[config.mk]
export PLATFORM = sky130hd
export DESIGN_NAME = strap_sample_led_status
export DESIGN_NICKNAME = d
export VERILOG_FILES = /design/src/strap_led_pkg.sv /design/src/strap_led_if.sv /design/src/strap_led_driver.sv /design/src/strap_sample_led_status.sv
export VERILOG_INCLUDE_DIRS = /design/src
export SDC_FILE = /design/constraint.sdc
export NUM_CORES = 1
export LEC_CHECK = 0
export BUFFER_PORTS_ARGS = -buffer_cell sky130_fd_sc_hd__buf_4
export CAP_MARGIN = 25
export CORE_MARGIN = 10
export CORE_UTILIZATION = 30
export CTS_BUF_LIST = sky130_fd_sc_hd__clkbuf_8
export DETAILED_ROUTE_END_ITERATION = 16
export MAX_ROUTING_LAYER = met4
export SETUP_SLACK_MARGIN = 0.05
export SYNTH_ARGS = -nofsm -noshare
export SYNTH_HDL_FRONTEND = slang
export SYNTH_SLANG_ARGS = --single-unit
export TNS_END_PERCENT = 50
[constraint.sdc]
create_clock -name i_clk_sys -period 1.6 [get_ports i_clk_sys]
set_input_delay 0.32 -clock i_clk_sys [delete_from_list [all_inputs] [get_ports i_clk_sys]]
set_output_delay 0.32 -clock i_clk_sys [all_outputs]
set_load 0.005 [all_outputs]
[src/strap_led_params.svh]
`ifndef STRAP_LED_PARAMS_SVH
`define STRAP_LED_PARAMS_SVH

// Number of dual-purpose strap/indicator pins
`define STRAP_PIN_COUNT 5
// Reset value of the latched strap levels and address
`define STRAP_ADDR_RESET 5'h00
// Address that keeps the MAC-side interface isolated
`define STRAP_ISO_ADDR 5'h00
// Pin bit positions
`define STRAP_POS_ACTIVITY 0
`define STRAP_POS_COLLISION 1
`define STRAP_POS_LINK_OK 2
`define STRAP_POS_TX 3
`define STRAP_POS_RX 4
// Output enable patterns
`define STRAP_OE_ALL 5'h1F
`define STRAP_OE_NONE 5'h00

`endif

[src/strap_led_pkg.sv]
`default_nettype none
`include "strap_led_params.svh"

package strap_led_pkg;

    // Five-pin vector, bit n belongs to pin n
    typedef logic [`STRAP_PIN_COUNT-1:0] strap_vec_t;

    // Sampling phase versus normal indicator operation
    typedef enum logic [0:0] {
        PH_SAMPLE = 1'b0,
        PH_RUN = 1'b1
    } strap_phase_t;

    // Pin level: asserted indication drives the inverse of the strap
    function automatic strap_vec_t led_level(input strap_vec_t strap, input strap_vec_t ind);
        led_level = strap ^ ind;
    endfunction : led_level

endpackage : strap_led_pkg

`default_nettype wire

[src/strap_led_if.sv]
`timescale 1ns/100ps
`default_nettype none

interface strap_led_if;
    strap_led_pkg::strap_vec_t strap;
    strap_led_pkg::strap_vec_t ind;
    strap_led_pkg::strap_phase_t phase;
    strap_led_pkg::strap_vec_t pin_out;
    strap_led_pkg::strap_vec_t pin_oe;

    modport ctrl (output strap, output ind, output phase, input pin_out, input pin_oe);
    modport drv (input strap, input ind, input phase, output pin_out, output pin_oe);
endinterface : strap_led_if

`default_nettype wire

[src/strap_led_driver.sv]
`timescale 1ns/100ps
`default_nettype none
`include "strap_led_params.svh"

module strap_led_driver (
    // Clock and reset
    input wire logic i_clk_sys,
    input wire logic i_rstn,
    // Strap and indication carrier
    strap_led_if.drv sl
);

    // Next pin state: inputs while sampling, indicators afterwards
    wire strap_led_pkg::strap_vec_t pin_out_next;
    wire strap_led_pkg::strap_vec_t pin_oe_next;
    assign pin_out_next = (sl.phase == strap_led_pkg::PH_RUN) ?
        strap_led_pkg::led_level(sl.strap, sl.ind) : `STRAP_ADDR_RESET;
    assign pin_oe_next = (sl.phase == strap_led_pkg::PH_RUN) ?
        `STRAP_OE_ALL : `STRAP_OE_NONE;

    strap_led_pkg::strap_vec_t pin_out_reg;
    strap_led_pkg::strap_vec_t pin_oe_reg;

    // Pin registers; reset keeps every pin an input
    always_ff @(posedge i_clk_sys or negedge i_rstn) begin
        if (!i_rstn) begin
            pin_out_reg <= `STRAP_ADDR_RESET;
            pin_oe_reg <= `STRAP_OE_NONE;
        end else begin
            pin_out_reg <= pin_out_next;
            pin_oe_reg <= pin_oe_next;
        end
    end

    assign sl.pin_out = pin_out_reg;
    assign sl.pin_oe = pin_oe_reg;

endmodule : strap_led_driver

`default_nettype wire

[src/strap_sample_led_status.sv]
`timescale 1ns/100ps
`default_nettype none
`include "strap_led_params.svh"

// Overview of operation
// - Five pins show activity, collision, link, tx, rx
// - Pins input in reset, latched, then outputs
// - Software reset keeps pin directions and straps, blanks indications
// - Asserted indication drives inverse of latched level
// - Latched levels form management address; no floating
// - Address zero tri-states MAC-side interface outputs
// - Interface and twisted-pair outputs off until reset done
module strap_sample_led_status (
    // Clock and power-on or hardware reset
    input wire logic i_clk_sys,
    input wire logic i_rstn,
    // Software reset, keeps pins as outputs but blanks their indications
    input wire logic i_soft_reset,
    // Link monitor indications, active high
    input wire logic i_link_activity,
    input wire logic i_collision,
    input wire logic i_link_ok,
    input wire logic i_tx_activity,
    input wire logic i_rx_activity,
    // Dual-purpose pins, split into in, out and enable
    input wire logic [4:0] i_strap_pin,
    output logic [4:0] o_strap_pin,
    output logic [4:0] o_strap_pin_oe,
    // Management address and output enables
    output logic [4:0] o_mgmt_addr,
    output logic o_mii_out_en,
    output logic o_tp_tx_en
);

    strap_led_if sl ();

    strap_led_pkg::strap_phase_t phase_reg;
    strap_led_pkg::strap_phase_t phase_next;
    strap_led_pkg::strap_vec_t strap_reg;
    strap_led_pkg::strap_vec_t strap_next;
    logic mii_en_reg;
    logic mii_en_next;
    logic tp_en_reg;
    logic tp_en_next;

    // Phase: one sampling edge after reset release, then run
    // Only a hardware reset brings the block back to sampling
    always_comb begin
        case (phase_reg)
            strap_led_pkg::PH_SAMPLE: phase_next = strap_led_pkg::PH_RUN;
            strap_led_pkg::PH_RUN: phase_next = strap_led_pkg::PH_RUN;
            default: phase_next = strap_led_pkg::PH_SAMPLE;
        endcase
    end

    // Strap capture only on the first edge after release
    // Async reset cannot load a pin value, so capture is clocked
    wire sample_now;
    assign sample_now = (phase_reg == strap_led_pkg::PH_SAMPLE);
    assign strap_next = sample_now ? i_strap_pin : strap_reg;

    // Address decode: zero keeps the MAC side isolated
    wire addr_iso;
    assign addr_iso = (strap_reg == `STRAP_ISO_ADDR);
    assign mii_en_next = (phase_reg == strap_led_pkg::PH_RUN) && !addr_iso;
    assign tp_en_next = (phase_reg == strap_led_pkg::PH_RUN);

    // Indication vector in pin order; quiet during software reset
    // Masking here keeps soft reset out of the pin driver
    wire strap_led_pkg::strap_vec_t ind_vec;
    assign ind_vec[`STRAP_POS_ACTIVITY] = i_link_activity && !i_soft_reset;
    assign ind_vec[`STRAP_POS_COLLISION] = i_collision && !i_soft_reset;
    assign ind_vec[`STRAP_POS_LINK_OK] = i_link_ok && !i_soft_reset;
    assign ind_vec[`STRAP_POS_TX] = i_tx_activity && !i_soft_reset;
    assign ind_vec[`STRAP_POS_RX] = i_rx_activity && !i_soft_reset;

    // State registers; software reset deliberately not in this list
    always_ff @(posedge i_clk_sys or negedge i_rstn) begin
        if (!i_rstn) begin
            phase_reg <= strap_led_pkg::PH_SAMPLE;
            strap_reg <= `STRAP_ADDR_RESET;
            mii_en_reg <= 1'b0;
            tp_en_reg <= 1'b0;
        end else begin
            phase_reg <= phase_next;
            strap_reg <= strap_next;
            mii_en_reg <= mii_en_next;
            tp_en_reg <= tp_en_next;
        end
    end

    // Carrier to the pin driver
    assign sl.strap = strap_reg;
    assign sl.ind = ind_vec;
    assign sl.phase = phase_reg;

    strap_led_driver u_driver (
        .i_clk_sys(i_clk_sys),
        .i_rstn(i_rstn),
        .sl(sl)
    );

    // Outputs, each from a flip-flop
    // Enables are registered so release never glitches them
    assign o_strap_pin = sl.pin_out;
    assign o_strap_pin_oe = sl.pin_oe;
    assign o_mgmt_addr = strap_reg;
    assign o_mii_out_en = mii_en_reg;
    assign o_tp_tx_en = tp_en_reg;
endmodule : strap_sample_led_status

`default_nettype wire

==> qor.csv, run 1 <==
metric,value,unit
finalHoldViolations,0,
timing.critical_path.arrival,1.34,ns
nets,84,
initial_utilization,31.83,%
grt-ovfl-total,0,
die_w,63.03,µm
avgSynthCellArea,13.23,µm²
yosysUniqueCellTypes,11,
routed-via-count,360,
portBuffers,29,
period_needed,1.208,ns
leading_cell_type_in_the_layout_fill_and_taps_excluded,sky130_fd_sc_hd__buf_4,
power_density_cells,992.0,mW/mm²
ioPinCount,30,
max_slew_violation_total_from_the_final_report,0,
cts_made_buffers,3,
cts_tree,built,
synth_top_cell_by_area,sky130_fd_sc_hd__dfrtp_1,
hold_class,in2reg,
final_routed_wirelength,1197,µm
synthesis.area,555.5,µm²
r2r-end,o_mii_out_en,
finalClockSkew,0.001309,ns
h-tree-depth,1,
crit_path_max_fanout,4,
place_hpwl,955.3,µm
antenna_found_initial,0,
timing.critical_path.to_type,flop,
grt_setup_unrepaired,false,
grt_max_degree,14,
path_clk_slew,0.06,ns
syn_inst,42,
drtIter0Drc,8,
synth_nets,55,
ys_top_cells_by_area,"sky130_fd_sc_hd__dfrtp_1, sky130_fd_sc_hd__xnor2_1, sky130_fd_sc_hd__buf_4, sky130_fd_sc_hd__mux2_2, sky130_fd_sc_hd__and2_1",
critical_path.reg2reg.startpoint,o_mgmt_addr[2],
syn_to_layout_area_delta,45.95,%
number_of_iterations_in_the_first_detailed_routing_pass,3,
insertion_delay,0.24,ns
ff2ff_path_depth,2,
worst_setup_path_startpoint,o_mgmt_addr[2],
synth_top_cell_area_share,58.56,%
globalRouteTotalUtil,6.503,%
worst-setup-path-type,reg2reg,
detail_route.wl_per_cell,12.60,µm
sum_of_negative_setup_slack,0,ns
avg_vias_per_cell,3.789,
ys_seq_area_share,58.56,%
floorplan.rows,15,
drive_gt1_share,50.00,%
report.final.setup_viol,0,
cts_root_buf,sky130_fd_sc_hd__clkbuf_8,
ctsLongestPathBuffers,2,
ys_seq_elements,13,
drc,0,
fp.dieArea,0.003973,mm²
grt_pass1_vias,402,
run_status,completed,
core-area,0.001745,mm²
start_kind,flop,
worst-endpoint-required,1.73,ns
insertedDiodeCount,0,
finalWeightedCongestion,0.6546,
post-route-util,46.45,%
cts.sink_count,13,
drt.antenna.violating_nets,0,
cell_leakage_power,0.3924,nW
total_power,0.0008043,W
timing.max_cap.violations,0,
post-cts-setup-buffers,0,
grt_pass1_wl,2014,µm
timing.final.crit_share,75.50,%
fmaxAchievable,827.8,MHz
yosys_warnings,0,
highest_count_cells_in_the_layout_ignoring_fill_and_taps,"sky130_fd_sc_hd__buf_4, sky130_fd_sc_hd__dfrtp_1, sky130_fd_sc_hd__nand2b_1, sky130_fd_sc_hd__xnor2_1, sky130_fd_sc_hd__and2_1",
die_height,63.03,µm
crit_path_end,o_mii_out_en,
power.ir.vdd_worst,0.0004664,V
regToRegSetupSlack,0.39,ns
## area by class of cell
cell class	count	area, µm²
Tap cell	25	31.28
Clock buffer	3	41.29
Sequential cell	13	325.3
Multi-Input combinational cell	23	181.4
Fill cell	172	934.6
Timing Repair Buffer	30	227.7
Clock inverter	1	3.754
## timing repair
item,4_1_cts,5_1_grt
hold buffers,1,0
endpoints found under the hold margin,13,0
resized for setup,0,0
## metrics by stage
step / setup slack [ns] / hold slack [ns] / instances / area (µm²)
after global placement: 0.4048 / 0.1767 / 90 / 755.7
after detailed placement: 0.3983 / 0.1740 / 90 / 755.7
after global routing: 0.3484 / 0.2920 / 95 / 810.8
after CTS: 0.3876 / 0.2854 / 95 / 810.8
final: 0.3920 / 0.2877 / 95 / 810.8
after floorplan: 0.4108 / 0.02441 / 42 / 555.5
## synthesized netlist by cell type
master                     number
sky130_fd_sc_hd__dfrtp_1       13
sky130_fd_sc_hd__or4_1          1
sky130_fd_sc_hd__and2_1         5
sky130_fd_sc_hd__conb_1         1
sky130_fd_sc_hd__buf_4          5
sky130_fd_sc_hd__mux2_2         3
sky130_fd_sc_hd__xnor2_1        5
sky130_fd_sc_hd__mux2_1         2
sky130_fd_sc_hd__buf_6          1
sky130_fd_sc_hd__nand2b_1       5
sky130_fd_sc_hd__o21a_1         1
## worst max-delay path, cell delays in order, from the launching register on
cell	delay, ns
sky130_fd_sc_hd__dfrtp_1	0.41
sky130_fd_sc_hd__or4_1	0.52
sky130_fd_sc_hd__o21a_1	0.17
## where the power goes
group	leakage (nW)	internal, W	switching (W)
Sequential	0.158	0.000358	0.0000246
Combinational	0.208	0.0000925	0.0000412
Clock	0.0269	0.000169	0.000118
Total	0.392	0.000620	0.000184
## worst min path at each step
stage | startpoint | to | slack (ns) | depth (start not counted)
2_1_floorplan | i_rstn | o_mgmt_addr[0] | 0.02 | 0
3_3_place_gp | i_rstn | o_mgmt_addr[4] | 0.18 | 1
3_5_place_dp | i_rstn | o_mgmt_addr[4] | 0.17 | 1
5_1_grt | i_strap_pin[1] | o_mgmt_addr[1] | 0.29 | 2
4_1_cts | i_strap_pin[1] | o_mgmt_addr[1] | 0.29 | 2
6_report | i_strap_pin[1] | o_mgmt_addr[1] | 0.29 | 2
## kinds of logic after synthesis
| group | after synthesis | share of synthesized area [%] |
|---|---|---|
| other | 1 | 0.6750 |
| and+or+nand+nor | 11 | 12.61 |
| buffers and inverters | 6 | 8.784 |
| DFF | 13 | 58.56 |
| AOI/OAI and AO/OA | 1 | 1.352 |
| muxes | 5 | 10.13 |
| xor gates and xnor gates | 5 | 7.883 |
## layer usage
| layer | up-vias | wire, µm | GRT usage [%] |
|---|---|---|---|
| met5 | - | 0 | - |
| met4 | 0 | 16 | 3.352 |
| met3 | 2 | 63 | 2.688 |
| met2 | 17 | 536 | 8.883 |
| met1 | 160 | 580 | 7.903 |
| li1 | 181 | - | - |
No activity file was read; power rests on OpenSTA's default activity.
==> run 2, diff against run 1 <==
==> constraint.sdc (replaced) <==
create_clock -name i_clk_sys -period 1.2 [get_ports i_clk_sys]
set_input_delay 0.24 -clock i_clk_sys [delete_from_list [all_inputs] [get_ports i_clk_sys]]
set_output_delay 0.24 -clock i_clk_sys [all_outputs]
set_load 0.005 [all_outputs]
==> run 2 against run 1 <==
  * Die area unchanged
  * Total power up 35%
  * Clock skew about the same
==> qor.csv, run 2 (same netlist as run 1, synthesis figures left out) <==
metric,value,unit
run_status,completed,
highest_count_cells_in_the_layout_ignoring_fill_and_taps,"sky130_fd_sc_hd__buf_4, sky130_fd_sc_hd__dfrtp_1, sky130_fd_sc_hd__nand2b_1, sky130_fd_sc_hd__xnor2_1, sky130_fd_sc_hd__and2_1",
worstPathBufferInverterCount,0,
grt-ovfl-total,0,
timing.final.crit_share,99.29,%
min-delay-start,i_strap_pin[3],
drive_gt1_share,53.33,%
die_height,63.03,µm
worst_path_largest_cell_delay,0.53,ns
nFillCells,181,
max_slew_violation_total_from_the_final_report,0,
finalClockSkew,0.001272,ns
core-area,0.001745,mm²
number_of_iterations_in_the_first_detailed_routing_pass,3,
grt_pass1_wl,2001,µm
portBuffers,29,
critical_path.reg2reg.startpoint,o_mgmt_addr[0],
path_delay_family,simple AND/OR/NAND/NOR gates,
finish.instance_area,852.1,µm²
antenna_found_initial,0,
multi_input_area,181.4,µm²
path_clk_slew,0.05,ns
initial_utilization,31.83,%
grt_setup_unrepaired,true,
insertion_delay,0.24,ns
fmaxAchievable,839.3,MHz
crit_path_max_fanout,2,
drt.antenna.violating_nets,0,
switchingPower,0.0002414,W
grt_max_degree,14,
cts_root_buf,sky130_fd_sc_hd__clkbuf_8,
crit_chain,or4_1 -> o21a_1,
cts.sink_count,13,
seq_power_share,46.1,%
avg_vias_per_cell,3.800,
clock_power_share,34.1,%
floorplan.rows,15,
final_routed_wirelength,1286,µm
report.final.setup_viol,0,
power.ir.vdd_worst,0.0006326,V
drc,0,
timing.critical_path.arrival,1.32,ns
finalHoldViolations,0,
grt_pass1_vias,432,
place_hpwl,1010,µm
nets,89,
ioPinCount,30,
power.internal,0.0008477,W
worst_setup_path_startpoint,o_mgmt_addr[0],
start_kind,flop,
drtIter0Drc,1,
critical_path.slowest_cell,sky130_fd_sc_hd__or4_1,
finalWeightedCongestion,0.7006,
timing.max_cap.violations,0,
cts_tree,built,
worst-endpoint-required,1.33,ns
h-tree-depth,1,
share_comb_of_total_power,19.9,%
syn_to_layout_area_delta,53.38,%
insertedDiodeCount,0,
globalRouteTotalUtil,6.508,%
worst-setup-path-type,reg2reg,
power_density_cells,1278,mW/mm²
total_power,0.001089,W
cts_made_buffers,3,
timing.critical_path.to_type,flop,
ctsLongestPathBuffers,2,
layout.area.seq,325.3,µm²
routed-via-count,380,
cell_leakage_power,0.4177,nW
fp.dieArea,0.003973,mm²
leading_cell_type_in_the_layout_fill_and_taps_excluded,sky130_fd_sc_hd__buf_4,
hold_class,in2reg,
post-cts-setup-buffers,0,
period_needed,1.191,ns
switching_portion_of_total_power,22.16,%
placement.cell_area,793.3,µm²
die_w,63.03,µm
detail_route.wl_per_cell,12.86,µm
-- run 2: cell types whose count changed in the layout (fill, tap and decap cells not counted) --
cell                    previous run  this run
sky130_fd_sc_hd__buf_4            29        33
sky130_fd_sc_hd__buf_6             0         1
-- run 2: path summary, 6_finish.rpt --
path | to | slack, ns | depth (start not counted)
worst max-delay path | o_mii_out_en | 0.009 | 2
worst min-delay path | o_mgmt_addr[3] | 0.22 | 2
worst max register to register | o_mii_out_en | 0.009 | 2
worst min register to register | o_mii_out_en | 0.58 | 1
max in group asynchronous | o_mgmt_addr[1] | 0.67 | 2
min in group asynchronous | o_mgmt_addr[4] | 0.38 | 2
-- run 2: per-layer routing --
layer | vias to the layer above | wire [µm] | GRT usage [%]
met1 | 172 | 561 | 7.005
met3 | 2 | 87 | 2.867
met4 | 0 | 6 | 3.352
met2 | 15 | 629 | 9.898
li1 | 191 | - | -
met5 | - | 0 | -
-- run 2: power groups by stage --
stage	clock, W	combinational (W)	sequential (W)
after floorplan	0	0.0000754	0.000515
after global placement	0	0.000214	0.000507
after detailed placement	0	0.000216	0.000508
after CTS	0.000389	0.000221	0.000501
after global routing	0.000394	0.000238	0.000507
final	0.000371	0.000217	0.000502
-- run 2: layout make-up --
cell class / instances / share of cell area, %
Clock buffer: 3 / 4.846
Clock inverter: 1 / 0.4405
Multi-Input combinational cell: 23 / 21.29
Sequential cell: 13 / 38.18
Tap cell: 25 / 3.671
Timing Repair Buffer: 35 / 31.57
-- run 2: stage by stage --
stage               std cells  setup WS, ns  util, %  hold WS, ns   TNS, ns
floorplan                  42       0.01083        -     -0.05559         0
global placement           95       0.04577    45.45      0.09258         0
detailed placement         95       0.01615    45.45      0.09164         0
CTS                       100      0.002227    48.60       0.2085         0
global route              100      -0.02825    48.82       0.2176  -0.02825
finish                    100      0.008559    48.82       0.2155         0
-- run 2: timing repair --
item | 4_1_cts | 5_1_grt
hold buffers | 1 | 0
endpoints found under the setup margin | 1 | 3
cloned | 0 | 0
pin swaps | 1 | 0
resized for setup | 0 | 1
endpoints found under the hold margin | 13 | 0
